**src/rtl/tsw_pkg.sv**
```systemverilog
// package of the square-wave timer / event counter: register map, field layout,
// reset values, encodings and the prescaler count.
// assumes a 16-bit register port with 4 address bits and one 125 MHz clock.
package tsw_pkg;

    localparam int          DATA_W          = 16;
    localparam int          ADDR_W          = 4;

    // register offsets (word index on the register port)
    localparam logic [3:0]  OFS_MODE_CTRL   = 4'h0;
    localparam logic [3:0]  OFS_OUT_CTRL    = 4'h1;
    localparam logic [3:0]  OFS_PRESCALE    = 4'h2;
    localparam logic [3:0]  OFS_CMP_A       = 4'h3;
    localparam logic [3:0]  OFS_CMP_B       = 4'h4;
    localparam logic [3:0]  OFS_COUNTER     = 4'h5;
    localparam logic [3:0]  OFS_IRQ_STATUS  = 4'h6;
    localparam logic [3:0]  OFS_IRQ_MASK    = 4'h7;

    // mode_control_reg fields
    localparam int          MODE_SEL_LO     = 2;
    localparam int          MODE_SEL_HI     = 3;

    // output_control_reg fields
    localparam int          OUT_ENABLE_BIT  = 0;
    localparam int          MATCH_INV_BIT   = 1;
    localparam int          LVL_RESET_BIT   = 2;
    localparam int          LVL_SET_BIT     = 3;
    localparam int          OUT_CTRL_W      = 2;

    // prescaler_mode_reg fields
    localparam int          CLK_SEL_LO      = 0;
    localparam int          CLK_SEL_HI      = 1;
    localparam int          EDGE_SEL_LO     = 4;
    localparam int          EDGE_SEL_HI     = 5;

    // interrupt status / mask bits
    localparam int          IRQ_BIT_A       = 0;
    localparam int          IRQ_BIT_B       = 1;
    localparam int          IRQ_W           = 2;

    // reset values
    localparam logic [1:0]  MODE_RST        = 2'h0;
    localparam logic [1:0]  OUT_CTRL_RST    = 2'h0;
    localparam logic [1:0]  CLK_SEL_RST     = 2'h0;
    localparam logic [1:0]  EDGE_SEL_RST    = 2'h0;
    localparam logic [15:0] CMP_A_RST       = 16'h0000;
    localparam logic [15:0] CMP_B_RST       = 16'h0000;
    localparam logic [15:0] COUNTER_RST     = 16'h0000;
    localparam logic [1:0]  IRQ_MASK_RST    = 2'h3;
    localparam logic [1:0]  IRQ_STATUS_RST  = 2'h0;

    // the prescaler divides the peripheral clock by 256
    localparam int          PRESCALE_DIV    = 256;
    localparam int          PRESCALE_W      = $clog2(PRESCALE_DIV);
    localparam logic [PRESCALE_W-1:0] PRESCALE_LAST = PRESCALE_W'(PRESCALE_DIV - 1);

    typedef enum logic [1:0] {
        TSW_MODE_STOP       = 2'h0,
        TSW_MODE_FREE_A     = 2'h1,
        TSW_MODE_FREE_B     = 2'h2,
        TSW_MODE_MATCH_CLR  = 2'h3
    } tsw_mode_type;

    typedef enum logic [1:0] {
        TSW_CLK_PERIPH      = 2'h0,
        TSW_CLK_DIV256      = 2'h1,
        TSW_CLK_CASCADE     = 2'h2,
        TSW_CLK_EVENT       = 2'h3
    } tsw_clk_sel_type;

    typedef enum logic [1:0] {
        TSW_EDGE_FALL       = 2'h0,
        TSW_EDGE_RISE       = 2'h1,
        TSW_EDGE_NONE       = 2'h2,
        TSW_EDGE_BOTH       = 2'h3
    } tsw_edge_sel_type;

endpackage : tsw_pkg

```
**src/rtl/tsw_edge_if.sv**
```systemverilog
// interface between the timer core and its event-pin edge detector.
// assumes both ends run on clk_sys.
`timescale 1ns/10ps
`default_nettype none
interface tsw_edge_if;
    logic [1:0] edge_sel;
    logic       edge_pulse;

    modport det  (input edge_sel, output edge_pulse);
    modport core (output edge_sel, input edge_pulse);
endinterface : tsw_edge_if
`default_nettype wire

```
**src/rtl/tsw_edge_det.sv**
```systemverilog
// event pin synchroniser, two-sample noise filter and valid-edge selector.
// assumes the pin is asynchronous to clk_sys; edge_pulse lasts one cycle.
`timescale 1ns/10ps
`default_nettype none
module tsw_edge_det
    import tsw_pkg::*;
(
    input  wire logic clk_sys,
    input  wire logic rst_b,
    input  wire logic event_input_pin,
    tsw_edge_if.det   edge_port
);

    logic sync_1_r;
    logic sync_2_r;
    logic sample_r;
    logic filt_r;
    logic pulse_r;
    logic rise;
    logic fall;

    always_ff @(posedge clk_sys) begin
        if (!rst_b) begin
            sync_1_r <= 1'b0;
            sync_2_r <= 1'b0;
        end else begin
            sync_1_r <= event_input_pin;
            sync_2_r <= sync_1_r;
        end
    end

    // a new level is taken only once two successive samples agree
    always_ff @(posedge clk_sys) begin
        if (!rst_b) begin
            sample_r <= 1'b0;
            filt_r   <= 1'b0;
        end else begin
            sample_r <= sync_2_r;
            if (sync_2_r == sample_r) begin
                filt_r <= sample_r;
            end
        end
    end

    assign rise = (sync_2_r == sample_r) && sample_r && !filt_r;
    assign fall = (sync_2_r == sample_r) && !sample_r && filt_r;

    always_ff @(posedge clk_sys) begin
        if (!rst_b) begin
            pulse_r <= 1'b0;
        end else begin
            case (edge_port.edge_sel)
                TSW_EDGE_FALL: pulse_r <= fall;
                TSW_EDGE_RISE: pulse_r <= rise;
                TSW_EDGE_BOTH: pulse_r <= rise | fall;
                default:       pulse_r <= 1'b0;
            endcase
        end
    end

    assign edge_port.edge_pulse = pulse_r;

endmodule : tsw_edge_det
`default_nettype wire

```
**src/rtl/tsw_timer.sv**
```systemverilog
// 16-bit timer / event counter with compare match clear, square-wave output
// and external event counting, reached over a plain register port.
// assumes a single clk_sys domain, synchronous active-low reset, and that
// other_timer_irq comes from logic on clk_sys.
//
// Decided for this implementation: the strobed register port and the register addresses.
`timescale 1ns/10ps
`default_nettype none

// Contract
// software writes 03H to output control
// mode 11 starts counting on count clock
// match A clears counter, irq A, toggles
// square wave half period is M+1
// software never loads compare A zero
// compare B match always raises irq B
// software masks irq B when unused
// clock 11 counts event pin edges
// software avoids event clear-start mode 10
// first event match after M+2 edges
// later event matches every M+1 edges
// event edge needs two agreeing samples
// counter read never disturbs counting
// mode 00 stops and clears counter
// clock select picks the count source
// edge select picks the valid edge
// output disabled holds pin low
// match inversion only when enabled
module tsw_timer
    import tsw_pkg::*;
(
    input  wire logic        clk_sys,
    input  wire logic        rst_b,
    input  wire logic [3:0]  reg_addr,
    input  wire logic [15:0] reg_wdata,
    input  wire logic        reg_wr,
    input  wire logic        reg_rd,
    output logic      [15:0] reg_rdata,
    input  wire logic        event_input_pin,
    input  wire logic        other_timer_irq,
    output logic             timer_output_pin,
    output logic             match_irq_a,
    output logic             match_irq_b,
    output logic             irq
);

    tsw_mode_type             mode_r;
    logic [OUT_CTRL_W-1:0]    out_ctrl_r;
    tsw_clk_sel_type          clk_sel_r;
    tsw_edge_sel_type         edge_sel_r;
    logic [15:0]              compare_reg_a;
    logic [15:0]              compare_reg_b;
    logic [15:0]              up_counter;
    logic                     started_r;
    logic [PRESCALE_W-1:0]    prescale_r;
    logic                     div_pulse;
    logic                     cascade_dly_r;
    logic                     cascade_pulse;
    logic                     count_tick;
    logic                     running;
    logic                     hit_a;
    logic                     hit_b;
    logic                     out_lvl_r;
    logic                     match_a_r;
    logic                     match_b_r;
    logic [IRQ_W-1:0]         sts_r;
    logic [IRQ_W-1:0]         sts_nxt;
    logic [IRQ_W-1:0]         mask_r;
    logic [IRQ_W-1:0]         mask_nxt;
    logic [IRQ_W-1:0]         events;
    logic                     irq_r;
    logic [15:0]              rdata_r;
    logic [15:0]              rd_mux;
    logic                     output_enable_bit;
    logic                     match_invert_enable;
    logic                     wr_mode;
    logic                     wr_out;
    logic                     wr_pre;
    logic                     wr_sts;
    logic                     wr_mask;

    tsw_edge_if edge_bus ();

    tsw_edge_det u_edge_det (
        .clk_sys         (clk_sys),
        .rst_b           (rst_b),
        .event_input_pin (event_input_pin),
        .edge_port       (edge_bus.det)
    );

    assign edge_bus.edge_sel = edge_sel_r;

    assign wr_mode = reg_wr && (reg_addr == OFS_MODE_CTRL);
    assign wr_out  = reg_wr && (reg_addr == OFS_OUT_CTRL);
    assign wr_pre  = reg_wr && (reg_addr == OFS_PRESCALE);
    assign wr_sts  = reg_wr && (reg_addr == OFS_IRQ_STATUS);
    assign wr_mask = reg_wr && (reg_addr == OFS_IRQ_MASK);

    assign output_enable_bit   = out_ctrl_r[OUT_ENABLE_BIT];
    assign match_invert_enable = out_ctrl_r[MATCH_INV_BIT];

    // ---- control registers
    always_ff @(posedge clk_sys) begin
        if (!rst_b) begin
            mode_r <= TSW_MODE_STOP;
        end else if (wr_mode) begin
            mode_r <= tsw_mode_type'(reg_wdata[MODE_SEL_HI:MODE_SEL_LO]);
        end
    end

    // level set/reset bits are triggers only and are not stored
    always_ff @(posedge clk_sys) begin
        if (!rst_b) begin
            out_ctrl_r <= OUT_CTRL_RST;
        end else if (wr_out) begin
            out_ctrl_r <= reg_wdata[OUT_CTRL_W-1:0];
        end
    end

    always_ff @(posedge clk_sys) begin
        if (!rst_b) begin
            clk_sel_r  <= tsw_clk_sel_type'(CLK_SEL_RST);
            edge_sel_r <= tsw_edge_sel_type'(EDGE_SEL_RST);
        end else if (wr_pre) begin
            clk_sel_r  <= tsw_clk_sel_type'(reg_wdata[CLK_SEL_HI:CLK_SEL_LO]);
            edge_sel_r <= tsw_edge_sel_type'(reg_wdata[EDGE_SEL_HI:EDGE_SEL_LO]);
        end
    end

    always_ff @(posedge clk_sys) begin
        if (!rst_b) begin
            compare_reg_a <= CMP_A_RST;
            compare_reg_b <= CMP_B_RST;
        end else begin
            if (reg_wr && (reg_addr == OFS_CMP_A)) begin
                compare_reg_a <= reg_wdata;
            end
            if (reg_wr && (reg_addr == OFS_CMP_B)) begin
                compare_reg_b <= reg_wdata;
            end
        end
    end

    // ---- count sources
    always_ff @(posedge clk_sys) begin
        if (!rst_b) begin
            prescale_r <= '0;
        end else begin
            prescale_r <= prescale_r + 1'b1;
        end
    end

    assign div_pulse = (prescale_r == PRESCALE_LAST);

    // the other timer's interrupt counts once per rising level
    always_ff @(posedge clk_sys) begin
        if (!rst_b) begin
            cascade_dly_r <= 1'b0;
        end else begin
            cascade_dly_r <= other_timer_irq;
        end
    end

    assign cascade_pulse = other_timer_irq && !cascade_dly_r;

    always_comb begin
        case (clk_sel_r)
            TSW_CLK_PERIPH:  count_tick = 1'b1;
            TSW_CLK_DIV256:  count_tick = div_pulse;
            TSW_CLK_CASCADE: count_tick = cascade_pulse;
            TSW_CLK_EVENT:   count_tick = edge_bus.edge_pulse;
            default:         count_tick = 1'b0;
        endcase
    end

    // ---- counter
    assign running = (mode_r != TSW_MODE_STOP);

    // a match is seen on the count clock that leaves the matching value
    assign hit_a = running && started_r && count_tick
                   && (up_counter == compare_reg_a);
    assign hit_b = running && started_r && count_tick
                   && (up_counter == compare_reg_b);

    // the first count clock after start only synchronises, so the first
    // match needs one clock more than every later one
    always_ff @(posedge clk_sys) begin
        if (!rst_b) begin
            started_r <= 1'b0;
        end else if (!running) begin
            started_r <= 1'b0;
        end else if (count_tick) begin
            started_r <= 1'b1;
        end
    end

    always_ff @(posedge clk_sys) begin
        if (!rst_b) begin
            up_counter <= COUNTER_RST;
        end else if (!running) begin
            up_counter <= COUNTER_RST;
        end else if (count_tick && started_r) begin
            if (mode_r == TSW_MODE_MATCH_CLR && hit_a) begin
                up_counter <= COUNTER_RST;
            end else begin
                up_counter <= up_counter + 16'h0001;
            end
        end
    end

    // ---- timer output
    always_ff @(posedge clk_sys) begin
        if (!rst_b) begin
            out_lvl_r <= 1'b0;
        end else if (wr_out && !reg_wdata[OUT_ENABLE_BIT]) begin
            out_lvl_r <= 1'b0;
        end else if (!output_enable_bit && !wr_out) begin
            out_lvl_r <= 1'b0;
        end else if (wr_out && reg_wdata[LVL_SET_BIT]) begin
            out_lvl_r <= 1'b1;
        end else if (wr_out && reg_wdata[LVL_RESET_BIT]) begin
            out_lvl_r <= 1'b0;
        end else if (hit_a && mode_r == TSW_MODE_MATCH_CLR && match_invert_enable) begin
            out_lvl_r <= ~out_lvl_r;
        end
    end

    assign timer_output_pin = out_lvl_r;

    // ---- match pulses and interrupt status
    always_ff @(posedge clk_sys) begin
        if (!rst_b) begin
            match_a_r <= 1'b0;
            match_b_r <= 1'b0;
        end else begin
            match_a_r <= hit_a;
            match_b_r <= hit_b;
        end
    end

    assign match_irq_a = match_a_r;
    assign match_irq_b = match_b_r;

    assign events[IRQ_BIT_A] = hit_a;
    assign events[IRQ_BIT_B] = hit_b;

    // write one to clear; a new event in the same cycle wins
    always_comb begin
        sts_nxt = sts_r;
        if (wr_sts) begin
            sts_nxt = sts_r & ~reg_wdata[IRQ_W-1:0];
        end
        sts_nxt  = sts_nxt | events;
        mask_nxt = wr_mask ? reg_wdata[IRQ_W-1:0] : mask_r;
    end

    always_ff @(posedge clk_sys) begin
        if (!rst_b) begin
            sts_r <= IRQ_STATUS_RST;
        end else begin
            sts_r <= sts_nxt;
        end
    end

    // mask bit set means masked; both start masked
    always_ff @(posedge clk_sys) begin
        if (!rst_b) begin
            mask_r <= IRQ_MASK_RST;
        end else begin
            mask_r <= mask_nxt;
        end
    end

    always_ff @(posedge clk_sys) begin
        if (!rst_b) begin
            irq_r <= 1'b0;
        end else begin
            irq_r <= |(sts_nxt & ~mask_nxt);
        end
    end

    assign irq = irq_r;

    // ---- read port: data stand only in the cycle after the strobe
    always_comb begin
        rd_mux = 16'h0000;
        case (reg_addr)
            OFS_MODE_CTRL:  rd_mux[MODE_SEL_HI:MODE_SEL_LO] = mode_r;
            OFS_OUT_CTRL:   rd_mux[OUT_CTRL_W-1:0]          = out_ctrl_r;
            OFS_PRESCALE: begin
                rd_mux[CLK_SEL_HI:CLK_SEL_LO]   = clk_sel_r;
                rd_mux[EDGE_SEL_HI:EDGE_SEL_LO] = edge_sel_r;
            end
            OFS_CMP_A:      rd_mux = compare_reg_a;
            OFS_CMP_B:      rd_mux = compare_reg_b;
            OFS_COUNTER:    rd_mux = up_counter;
            OFS_IRQ_STATUS: rd_mux[IRQ_W-1:0] = sts_r;
            OFS_IRQ_MASK:   rd_mux[IRQ_W-1:0] = mask_r;
            default:        rd_mux = 16'h0000;
        endcase
    end

    always_ff @(posedge clk_sys) begin
        if (!rst_b) begin
            rdata_r <= 16'h0000;
        end else if (reg_rd) begin
            rdata_r <= rd_mux;
        end else begin
            rdata_r <= 16'h0000;
        end
    end

    assign reg_rdata = rdata_r;

endmodule : tsw_timer
`default_nettype wire

```
**config.mk**
```make
export PLATFORM = sky130hd
export DESIGN_NAME = tsw_timer
export DESIGN_NICKNAME = d
export VERILOG_FILES = /design/src/rtl/tsw_pkg.sv /design/src/rtl/tsw_edge_if.sv /design/src/rtl/tsw_edge_det.sv /design/src/rtl/tsw_timer.sv
export SDC_FILE = /design/constraint.sdc
export NUM_CORES = 1
export LEC_CHECK = 0
export BUFFER_PORTS_ARGS = -buffer_cell sky130_fd_sc_hd__clkbuf_2
export CORE_MARGIN = 1
export CORE_UTILIZATION = 55
export CTS_BUF_LIST = sky130_fd_sc_hd__clkbuf_16
export CTS_CLUSTER_DIAMETER = 200
export CTS_CLUSTER_SIZE = 12
export DETAILED_ROUTE_END_ITERATION = 8
export GPL_TIMING_DRIVEN = 0
export PLACE_DENSITY = 0.72
export SLEW_MARGIN = 20
export SYNTH_ARGS = -nofsm -noshare
export SYNTH_HDL_FRONTEND = slang
export SYNTH_SLANG_ARGS = --single-unit
```
**constraint.sdc**
```tcl
create_clock -name clk_sys -period 3.32 [get_ports clk_sys]
set_clock_uncertainty 0.1 [all_clocks]
set_input_delay 0.332 -clock clk_sys [delete_from_list [all_inputs] [get_ports clk_sys]]
set_output_delay 0.332 -clock clk_sys [all_outputs]
set_load 0.02 [all_outputs]
```
Word level (Yosys, flattened, before mapping)
Index checks and enable logic that the tools add are counted.

storage, ports and cells
  flip-flop bits (word level) = 95
  input port bits = 26
  output and inout port bits = 20
  word-level logic and storage cells = 99

operators by class
  add/sub/neg operators = 2
  eq/ne operators = 17
  multiplexer cells = 12
  bitwise operators = 8
  reduce and logical (&&, ||, !) cells = 38

operators by type and width
  operator                                             number
  equality test 16 bit                                 2
  case mux 10 bit (3 select lines)                     1
  logical AND 1 bit                                    23
  adder 16 x 1 -> 16 bit, second input constant        1
  equality test 4 x 3 -> 1 bit, second input constant  4
  two-way mux 16 bit                                   1
  case mux 2 bit (4 select lines)                      2
  case mux 2 bit (7 select lines)                      1
  adder 8 x 1 -> 8 bit, second input constant          1
  equality test 2 bit, second input constant           4
  equality test 4 x 2 -> 1 bit, second input constant  2
  equality test 8 bit, second input constant           1
  zero test 1 bit                                      6
  bitwise AND 2 bit                                    2
  equality test 2 x 1 -> 1 bit, second input constant  2
  equality test 4 x 1 -> 1 bit, second input constant  1
  zero test 2 bit                                      2
  zero test 4 bit                                      1
  two-way mux 2 bit                                    2
  NOT 2 bit                                            2
  case mux 1 bit (4 select lines)                      1
  AND reduction 2 bit                                  2
  two-way mux 1 bit                                    3
  case mux 1 bit (3 select lines)                      1
  other kinds (8)                                      9

Logic depth before layout (Yosys ltp)
Gate-level depths: netlist of run 1.

  word-level depth = 10
  depth in mapped cells = 8
  gate-level depth less buffers = 6

Modules after synthesis
Synthesis of run 1 repeated with hierarchy kept, for this count alone.

unflattened totals
  cell total of the unflattened synthesis = 531
  area, all modules = 4581.9 um^2

modules (own cells, without submodules)
  module        times used  cells each  area each (um^2)  seq. area each (um^2)
  tsw_timer     1           513         4383.0            1801.7
  tsw_edge_det  1           18          198.9             100.1

Worst setup path before layout of run 1
No wires, ideal clock.

  kind = register to register
  start point = register prescale_r[0]
  end point = register up_counter[10]
  setup time = 115 ps
  arrival = 1844 ps
  data required time = 3105 ps
  slack = 1261 ps
  stages on the path, launching flop included = 9
  path buffers = 2
  period minus slack after synthesis = 2059 ps
  path through = dfxtp_1 -> ha_1 -> nand3_4 -> or4_4 -> buf_6 -> nand2_8 -> a41o_4 -> buf_12 -> nor2_2

between the ends
  cells in the longest elaborated chain, start to end = 6
  elaborated cells on any way between the ends = 7
  classes of those cells = eq/ne (1); mux (2); reduce/logical (4)

ends and longest elaborated chain
  item                                 line              text
  start, declared                      tsw_timer.sv:55   logic [PRESCALE_W-1:0] prescale_r;
  start signal, assigned               tsw_timer.sv:149  prescale_r <= prescale_r + 1'b1;
  equality test 8 bit (*)              tsw_timer.sv:153  assign div_pulse = (prescale_r == PRESCALE_LAST);
  case mux 1 bit (4 select lines) (*)  tsw_timer.sv:167  case (clk_sel_r)
  logical AND 1 bit                    tsw_timer.sv:180  assign hit_a = running && started_r && count_tick
  logical AND 1 bit                    tsw_timer.sv:181  && (up_counter == compare_reg_a);
  logical AND 1 bit                    tsw_timer.sv:203  if (mode_r == TSW_MODE_MATCH_CLR && hit_a) begin
  two-way mux 16 bit                   tsw_timer.sv:203
  end signal, assigned                 tsw_timer.sv:206  up_counter <= up_counter + 16'h0001;
  end, declared                        tsw_timer.sv:53   logic [15:0] up_counter;

Mark *: on every way between the ends. The rest lies on a longest branch, timed or not.
A chain may end at the register's enable or synchronous reset.

Worst setup path in the final report of run 1
  start point = register up_counter[2]
  end point = register up_counter[5]

between the ends
  cells in the longest elaborated chain, start to end = 4
  elaborated cells on any way between the ends = 5
  classes of those cells = add/sub (1); eq/ne (1); mux (1); reduce/logical (2)

ends and longest elaborated chain
  item                                                                            line
  parallel branches: the longest is 3 deep, another holds adder 16 x 1 -> 16 bit  n/a
  two-way mux 16 bit (*)                                                          tsw_timer.sv:203

Mark *: on every way between the ends.

==> flow_summary.yaml, run 1 <==
logic_synthesis:
  avgSynthCellArea_um2: 8.67
  yosys_warnings: 0
  yosysTopAreaCell: "dfxtp_1"
  synthCells: 514
  synth.top_cell.area_share: 0.427
  syn_nets: 544
  synthTopCellsByArea: "dfxtp_1 43%, nand2_1 7.2%, xor2_1 5.1%"
  synth_top_flop_cell: "dfxtp_1"
  async_flop_share: 0
  synth-edff-count: 0
  ys_seq_area_frac: 0.427
  synth_cell_types: 57
  ys_ff_latch: 95
  syn_area_um2: 4450
min_path:
  min_from: "event_input_pin"
  hold_path_class: "primary input to flop"
  hold-path-endpoint: "u_edge_det.sync_1_r"
  min_path_cells: 2
layout:
  stdcell_count: 676
  n_fill_cell: 689
  final_nets: 599
  finish.instance_area_um2: 5110
  layout_commonest_cell: "dfxtp_1"
  antennaDiodeCount: 0
  regArea_um2: 1900
  syn_to_final_growth_pct: 14.8
  drive_above_1_share: 0.171
  multi_input_area_um2: 2360
  mostFrequentLayoutCells: "95 x dfxtp_1, 86 x nand2_1, 44 x a21oi_1, 44 x clkbuf_2, 41 x nor2_1"
power_and_ir_drop:
  power_leakage_uw: 0.00188
  ir_drop_mv: 0.300
  p_per_area_nw_per_um2: 463
floorplanning:
  fp.dieW_um: 92.0
  io_pins: 46
  die_area_um2: 8460
  core.rowCount: 32
  start_util: 0.573
  coreArea_um2: 7770
  die_h_um: 92.0
place:
  dp_hpwl_mm: 8.33
  placed_cells: 660
  dpl_cell_area_um2: 4800
  port_buffers: 44
  place_congestion: 0.933
routing:
  antenna_left: 0
  vias_per_cell: 5.78
  drc: 0
  wl_per_cell_um: 16.8
  firstDrtPassIters: 6
  drt_iter0_drc: 309
  vias: 3907
  wl_mm: 11.4
sta:
  drv_slew: 0
  final_hold_viol_count: 0
  rsz0062_at_grt: "no"
  layout_min_cycle_time_ns: 2.36
  setup_tns_ns: 0
  relSlewSlack: 0.380
  tightest_slew_ns: 0.925
  period_share: 0.711
  setup_viol: 0
  fmax_ghz: 0.424
clocking:
  cts_buffers: 9
  cts_tree: "yes"
  clock_latency_ns: 0.34
  clk_pin_slew_ns: 0.06
  cts_root_buffer: "clkbuf_16"
  cts_resized: 0
  cts_hold_buf: 0
  clockBufferDepth: 2
  cts_num_sinks: 95
  h-tree-depth: 3
  postCtsSetupBuffers: 0
critical_path:
  crit_required_ns: 3.45
  timing.rr.start: "up_counter[2]"
  crit_arrival_ns: 2.49
  r2r-end: "up_counter[5]"
  crit_chain: "clkbuf_1 > nand4_1 > a211oi_1 > o211ai_1 > xor2_1 > nor2_2"
  critPathMaxStageDelay_ns: 0.77
  start_kind: "flop"
  worst-setup-path-type: "flop to flop"
  cp_max_fo: 7
  slowest_stage: "a211oi_1"
  worst_r2r_path_depth: 6
  regToRegSetupSlack_ns: 0.96
  end_kind: "flop"
global_route:
  grt_max_degree: 16
  antenna_found_initial: 0
  grt_pass1_wl_mm: 18.5
  track_usage: 0.281
  grt_pass1_vias: 3786
  overflow: 0
job:
  maxCapViolCount: 0
outcome:
  outcome: "finished, final reports clean"
-- stage by stage --
stage	hold slack [ns]	util	worst slack, ns	power, uW
after floorplan	0.312	-	1.26	1260
after global placement	0.340	0.618	1.04	1310
after detailed placement	0.324	0.618	0.992	1310
after CTS	0.0966	0.659	0.998	2380
after global routing	0.117	0.659	0.828	2430
final	0.0999	0.659	0.959	2370
-- cell type report --
| type | instances | area share |
|---|---|---|
| Buffer | 35 | 0.0320 |
| Clock buffer | 9 | 0.0440 |
| Clock inverter | 7 | 0.0171 |
| Inverter | 8 | 0.00587 |
| Multi-Input combinational cell | 376 | 0.461 |
| Sequential cell | 95 | 0.372 |
| Tap cell | 102 | 0.0250 |
| Timing Repair Buffer | 44 | 0.0431 |
-- per-layer routing --
layer / GRT usage / wire [um] / share of wire / vias up
li1: - / - / - / 1886
met2: 0.459 / 5420 / 0.48 / 129
met1: 0.377 / 5050 / 0.44 / 1868
met4: 0.112 / 192 / 0.017 / 0
met3: 0.0357 / 698 / 0.061 / 24
met5: 0 / 0 / 0 / -
-- how the worst max path moves through the flow --
stage,startpoint,to,slack [ns],cells after the start
floorplan,prescale_r[0],up_counter[10],1.26,8
global placement,up_counter[7],up_counter[6],1.04,7
detailed placement,up_counter[7],up_counter[10],0.99,7
CTS,up_counter[7],up_counter[6],1.0,7
global route,up_counter[2],up_counter[5],0.83,6
finish,up_counter[2],up_counter[5],0.96,6
-- where the power goes --
part           internal, uW  leakage, uW  total (uW)  switching [uW]
logic                  44.1     0.000971         124            80.3
registers              1150     0.000767        1160            12.2
clock network           653     0.000147        1080             426
-- logic make-up after synthesis --
| logic type | after synthesis | share of synthesized area |
|---|---|---|
| compound gates | 97 | 0.151 |
| buf+inv | 43 | 0.0435 |
| mux | 12 | 0.0281 |
| fa+ha+maj | 4 | 0.0112 |
| flops | 95 | 0.427 |
| simple gates | 212 | 0.238 |
| xor+xnor | 51 | 0.100 |
-- cell usage after synthesis (all sizes together), types with 7 or more instances --
cell type,instances
a21oi,44
a222oi,11
and2,10
buf,9
clkbuf,26
dfxtp,95
inv,7
mux2i,8
nand2,87
nand3,11
nand4,11
nor2,51
nor4,7
o21ai,9
xnor2,25
xor2,26
-- sequential cells by signal, indices dropped and copies added (netlist names), 2 cells and up --
signal	flops
clk_sel_r	2
compare_reg_a	16
compare_reg_b	16
edge_bus.edge_sel	2
mask_r	2
mode_r	2
out_ctrl_r	2
prescale_r	8
reg_rdata	16
sts_r	2
up_counter	16
-- critical path, delay by kind of cell, from the launching register on --
family,cells,cell delay [ns]
AOI/OAI and AO/OA,2,1.01
buffers and inverters,1,0.35
DFF,1,0.31
and+or+nand+nor,2,0.25
xor gates and xnor gates,1,0.23
Power figures use the tool's default switching activity.
==> inputs of run 2 (changes only) <==
- ABC_AREA: unset -> 1
- clock period: 3.32 -> 2.3 ns (I/O delays scaled with it)
==> flow_summary.yaml, run 2 <==
logic_synthesis:
  synth.top_cell.area_share: 0.429
  ys_seq_area_frac: 0.429
  synthCells: 600
  avgSynthCellArea_um2: 7.39
  syn_area_um2: 4430
  synth_cell_types: 37
  yosysTopAreaCell: "dfxtp_1"
  synth_top_flop_cell: "dfxtp_1"
  async_flop_share: 0
  yosys_warnings: 0
  synth.most_common_cell: "nand2_1"
  syn_nets: 630
  synth-edff-count: 0
  synthTopCellsByArea: "dfxtp_1 43%, nand2_1 10%, a21oi_1 6.1%"
  yosys-top-cells-count: "121 x nand2_1, 95 x dfxtp_1, 72 x inv_1, 54 x a21oi_1, 52 x nor2_1"
  ys_ff_latch: 95
global_route:
  track_usage: 0.304
  top_usage_layer: "met2"
  overflow: 0
  antenna_found_initial: 0
  grt_pass1_wl_mm: 19.7
  use_met1: 0.371
  use_met2: 0.508
  grtUsageMet3: 0.0564
  grt_pass1_vias: 4170
  grt_max_degree: 17
critical_path:
  crit_chain: "ha_1 > nand3_2 > nor2_4 > nand2_2 > a21oi_2 > nand3_2 > nand2_4 > buf_6 > nor2_1"
  start_kind: "flop"
  cp_max_fo: 10
  slowest_stage: "dfxtp_1"
  crit_required_ns: 2.44
  critPathMaxStageDelay_ns: 0.35
  end_kind: "flop"
  path_common_cell: "nand3_2"
  worst-setup-path-type: "flop to flop"
  crit_arrival_ns: 2.05
job:
  maxCapViolCount: 0
floorplanning:
  io_pins: 46
  die_h_um: 91.8
  fp.dieW_um: 91.8
  coreArea_um2: 7770
  start_util: 0.571
  core.rowCount: 32
  die_area_um2: 8430
sta:
  period_share: 0.832
  relSlewSlack: 0.490
  layout_min_cycle_time_ns: 1.91
  rsz0062_at_grt: "no"
  fmax_ghz: 0.523
  tightest_slew_ns: 0.765
  setup_tns_ns: 0
  setup_viol: 0
  timing.hold.ws_ns: 0.0523
  final_hold_viol_count: 0
  drv_slew: 0
outcome:
  outcome: "finished, final reports clean"
routing:
  vias: 4198
  wl_mm: 11.9
  drc: 0
  wl_per_cell_um: 15.6
  vias_per_cell: 5.49
  firstDrtPassIters: 6
  drt_iter0_drc: 303
  antenna_left: 0
clocking:
  clk_pin_slew_ns: 0.07
  cts_num_sinks: 95
  cts_tree: "yes"
  clock_latency_ns: 0.34
  cts_root_buffer: "clkbuf_16"
  cts_hold_buf: 2
  cts_resized: 0
  h-tree-depth: 3
  clockBufferDepth: 2
  postCtsSetupBuffers: 0
  cts_buffers: 9
place:
  place_congestion: 0.917
  placed_cells: 746
  dp_hpwl_mm: 8.47
  port_buffers: 44
  dpl_cell_area_um2: 4780
layout:
  stdcell_count: 764
  syn_to_final_growth_pct: 15.0
  layout_commonest_cell: "nand2_1"
  utilization: 0.657
  final_nets: 687
  antennaDiodeCount: 0
  multi_input_area_um2: 2100
  regArea_um2: 1900
  drive_above_1_share: 0.169
  mostFrequentLayoutCells: "121 x nand2_1, 95 x dfxtp_1, 72 x inv_1"
  n_fill_cell: 725
  finish.instance_area_um2: 5100
min_path:
  hold_path_class: "primary input to flop"
power_and_ir_drop:
  power_leakage_uw: 0.00212
  ir_drop_mv: 0.380
  p_per_area_nw_per_um2: 666
## run 2: cell types whose count changed after synthesis, sizes merged, moves of 12 or more
| cell | previous run | this run |
|---|---|---|
| clkbuf | 26 | 12 |
| xor2 | 26 | 9 |
| o21ai | 9 | 48 |
| a21oi | 44 | 56 |
| nand2 | 87 | 127 |
| xnor2 | 25 | 13 |
| inv | 7 | 88 |
| nand3 | 11 | 28 |
## run 2: cell type report
class / count / area share
Tap cell: 102 / 0.0250
Clock buffer: 9 / 0.0442
Inverter: 90 / 0.0662
Sequential cell: 95 / 0.373
Multi-Input combinational cell: 395 / 0.412
Buffer: 20 / 0.0179
Clock inverter: 7 / 0.0142
Timing Repair Buffer: 46 / 0.0471
## run 2: cell families after synthesis
group	Yosys count	synth area share
AND/OR/NAND/NOR	235	0.249
adder cells (fa/ha/maj)	4	0.0113
AO/OA/AOI/OAI	134	0.171
XOR/XNOR	22	0.0435
buffers and inverters	110	0.0968
flip-flops	95	0.429
## run 2: through the flow
stage               setup WS [ns]  total power (uW)
global route                0.257              3520
global placement            0.320              1920
detailed placement          0.288              1930
CTS                         0.368              3420
floorplan                   0.665              1840
finish                      0.387              3400
## run 2: where the power goes
part | internal (uW) | leakage, uW | switching [uW]
sequential | 1670 | 0.000768 | 15.3
combinational | 65.2 | 0.00122 | 147
clock | 845 | 0.000139 | 657
## run 2: path summary, 6_finish.rpt
kind                        from                  end  slack (ns)  cells after the start
max                prescale_r[0]        up_counter[5]        0.39                      9
min reg2reg  u_edge_det.sync_1_r  u_edge_det.sync_2_r        0.32                      2
min                 reg_wdata[9]     compare_reg_b[9]        0.05                      3
max reg2reg        prescale_r[0]        up_counter[5]        0.39                      9
## run 2: metal layers
layer | share of wire | up-vias
met5 | 0 | -
met2 | 0.48 | 175
met1 | 0.42 | 1928
li1 | - | 2060
met3 | 0.066 | 35
met4 | 0.039 | 0
## run 2: worst max-delay path, delay by kind of cell, from the launching register on
kind	cells	cell delay (ns)
adders and majority gates	1	0.21
and+or+nand+nor	6	0.71
AOI/OAI and AO/OA	1	0.26
buffers and inverters	1	0.17
DFF	1	0.35
==> inputs of run 3 (changes only) <==
- ABC_AREA: 1 -> 0
- clock period: 2.3 -> 1.96 ns (I/O delays scaled with it)
==> flow_summary.yaml, run 3 (synthesis gave the netlist of run 1 again) <==
layout:
  final_nets: 616
  syn_to_final_growth_pct: 22.2
  n_fill_cell: 655
  mostFrequentLayoutCells: "91 x dfxtp_1, 86 x nand2_1, 44 x a21oi_1, 44 x clkbuf_2, 40 x nor2_1"
  layout_commonest_cell: "dfxtp_1"
  antennaDiodeCount: 0
  drive_above_1_share: 0.210
  regArea_um2: 1910
  multi_input_area_um2: 2460
  finish.instance_area_um2: 5450
sta:
  layout_min_cycle_time_ns: 2.10
  finalWorstSetupSlack_ns: -0.139
  fmax_ghz: 0.477
  rsz0062_at_grt: "yes"
  setup_viol: 8
  tightest_slew_ns: 0.816
  drv_slew: 0
  period_share: 1.07
  final_hold_viol_count: 0
  relSlewSlack: 0.452
place:
  port_buffers: 44
  place_congestion: 0.885
  dpl_cell_area_um2: 4820
  dp_hpwl_mm: 8.43
power_and_ir_drop:
  p_sw_frac: 0.227
  p_int_uw: 3180
  power.total_uw: 4120
  power_leakage_uw: 0.00205
  p_per_area_nw_per_um2: 756
  seq_power_share: 0.479
  ir_drop_mv: 0.531
  p_sw_uw: 936
  p_clk_frac: 0.458
  combPwrFrac: 0.063
floorplanning:
  io_pins: 46
  die_h_um: 92.0
  fp.dieW_um: 92.0
  coreArea_um2: 7770
  start_util: 0.573
  die_area_um2: 8460
  core.rowCount: 32
routing:
  vias_per_cell: 5.78
  antenna_left: 0
  wl_per_cell_um: 17.5
  wl_mm: 12.1
  firstDrtPassIters: 5
  drc: 0
  vias: 4006
  drt_iter0_drc: 393
clocking:
  clk_pin_slew_ns: 0.07
  cts_tree: "yes"
  clockBufferDepth: 2
  cts_buffers: 9
  cts_num_sinks: 95
  cts_root_buffer: "clkbuf_16"
  clock_latency_ns: 0.34
  h-tree-depth: 3
critical_path:
  r2r-end: "up_counter[12]"
  cp_max_fo: 5
  critPathLaunch: "clk_sel_r[0]"
  end_kind: "flop"
  cp_top_family: "simple AND/OR/NAND/NOR gates"
  start_kind: "flop"
  crit_chain: "nand4b_1 > nor3_1 > o21ai_2 > or4_1 > a21oi_1"
  slowest_stage: "or4_1"
  regToRegSetupSlack_ns: -0.14
  worst-setup-path-type: "flop to flop"
  timing.rr.start: "clk_sel_r[0]"
  worst_r2r_path_depth: 5
  crit_arrival_ns: 2.27
  cp.buffers_inverters: 0
  crit_required_ns: 2.13
  critPathMaxStageDelay_ns: 0.54
job:
  maxCapViolCount: 0
global_route:
  track_usage: 0.294
  grt_pass1_wl_mm: 19.3
  antenna_found_initial: 0
  grt_max_degree: 17
  grt_pass1_vias: 4003
  overflow: 0
outcome:
  violations: "setup timing"
  outcome: "finished with violations"
min_path:
  hold-path-endpoint: "compare_reg_a[12]"
  min_from: "reg_wdata[12]"
  hold_path_class: "primary input to flop"
  min_path_cells: 3
run 3: cell count changes in the layout (fill, tap and decap cells not counted), sizes merged, moves of 17 or more:
cell | previous run | this run
nand2 | 127 | 87
xor2 | 9 | 26
nand3 | 28 | 11
buf | 8 | 25
inv | 89 | 10
o21ai | 48 | 9
run 3: through the flow:
stage | setup slack [ns] | utilization | hold WS [ns] | instances | setup TNS [ns]
3_5_place_dp | -0.337 | 0.621 | 0.311 | 660 | -7.67
5_1_grt | -0.213 | 0.701 | 0.0134 | 693 | -1.36
6_report | -0.139 | 0.701 | 0.00117 | 693 | -0.578
3_3_place_gp | -0.328 | 0.621 | 0.303 | 660 | -7.73
4_1_cts | -0.0903 | 0.690 | 0.00439 | 689 | -0.773
2_1_floorplan | -0.00703 | - | 0.218 | 514 | -0.0678
run 3: how the worst max path moves through the flow:
stage / end / cells past startpoint / slack [ns]
floorplan: up_counter[8] / 8 / -0.007
global placement: up_counter[14] / 7 / -0.33
detailed placement: up_counter[11] / 6 / -0.34
CTS: up_counter[14] / 7 / -0.09
global route: up_counter[12] / 5 / -0.21
finish: up_counter[12] / 5 / -0.14
run 3: repair_timing:
| action | CTS | global route |
|---|---|---|
| cloned | 1 | 0 |
| pin swaps | 12 | 13 |
| gates resized for setup | 9 | 17 |
| setup endpoints to repair | 20 | 20 |
| hold buffers | 10 | 0 |
| endpoints found under the hold margin | 17 | 0 |
| setup buffers | 11 | 6 |
run 3: power groups by stage:
stage	clock network, uW	registers (uW)	logic (uW)
after floorplan	0	2010	128
after global placement	0	2020	206
after detailed placement	0	2020	210
after CTS	1890	1970	249
after global routing	1980	1970	282
final	1880	1970	259
run 3: worst min-delay path, stage by stage:
cell and delay (ns):
clkbuf_2 0.10, nand2_1 0.05, a21oi_1 0.05
run 3: final cells by class:
cell class | instances | area share
Buffer | 26 | 0.0232
Multi-Input combinational cell | 376 | 0.452
Clock inverter | 7 | 0.0172
Clock buffer | 9 | 0.0414
Inverter | 8 | 0.00551
Tap cell | 102 | 0.0234
Timing Repair Buffer | 70 | 0.0875
Sequential cell | 95 | 0.350
run 3: per-layer routing:
layer | GRT usage | wire length [um] | vias to the layer above
li1 | - | - | 1924
met1 | 0.397 | 5350 | 1899
met2 | 0.456 | 5710 | 158
met3 | 0.0423 | 786 | 25
met4 | 0.154 | 257 | 0
met5 | 0 | 0 | -
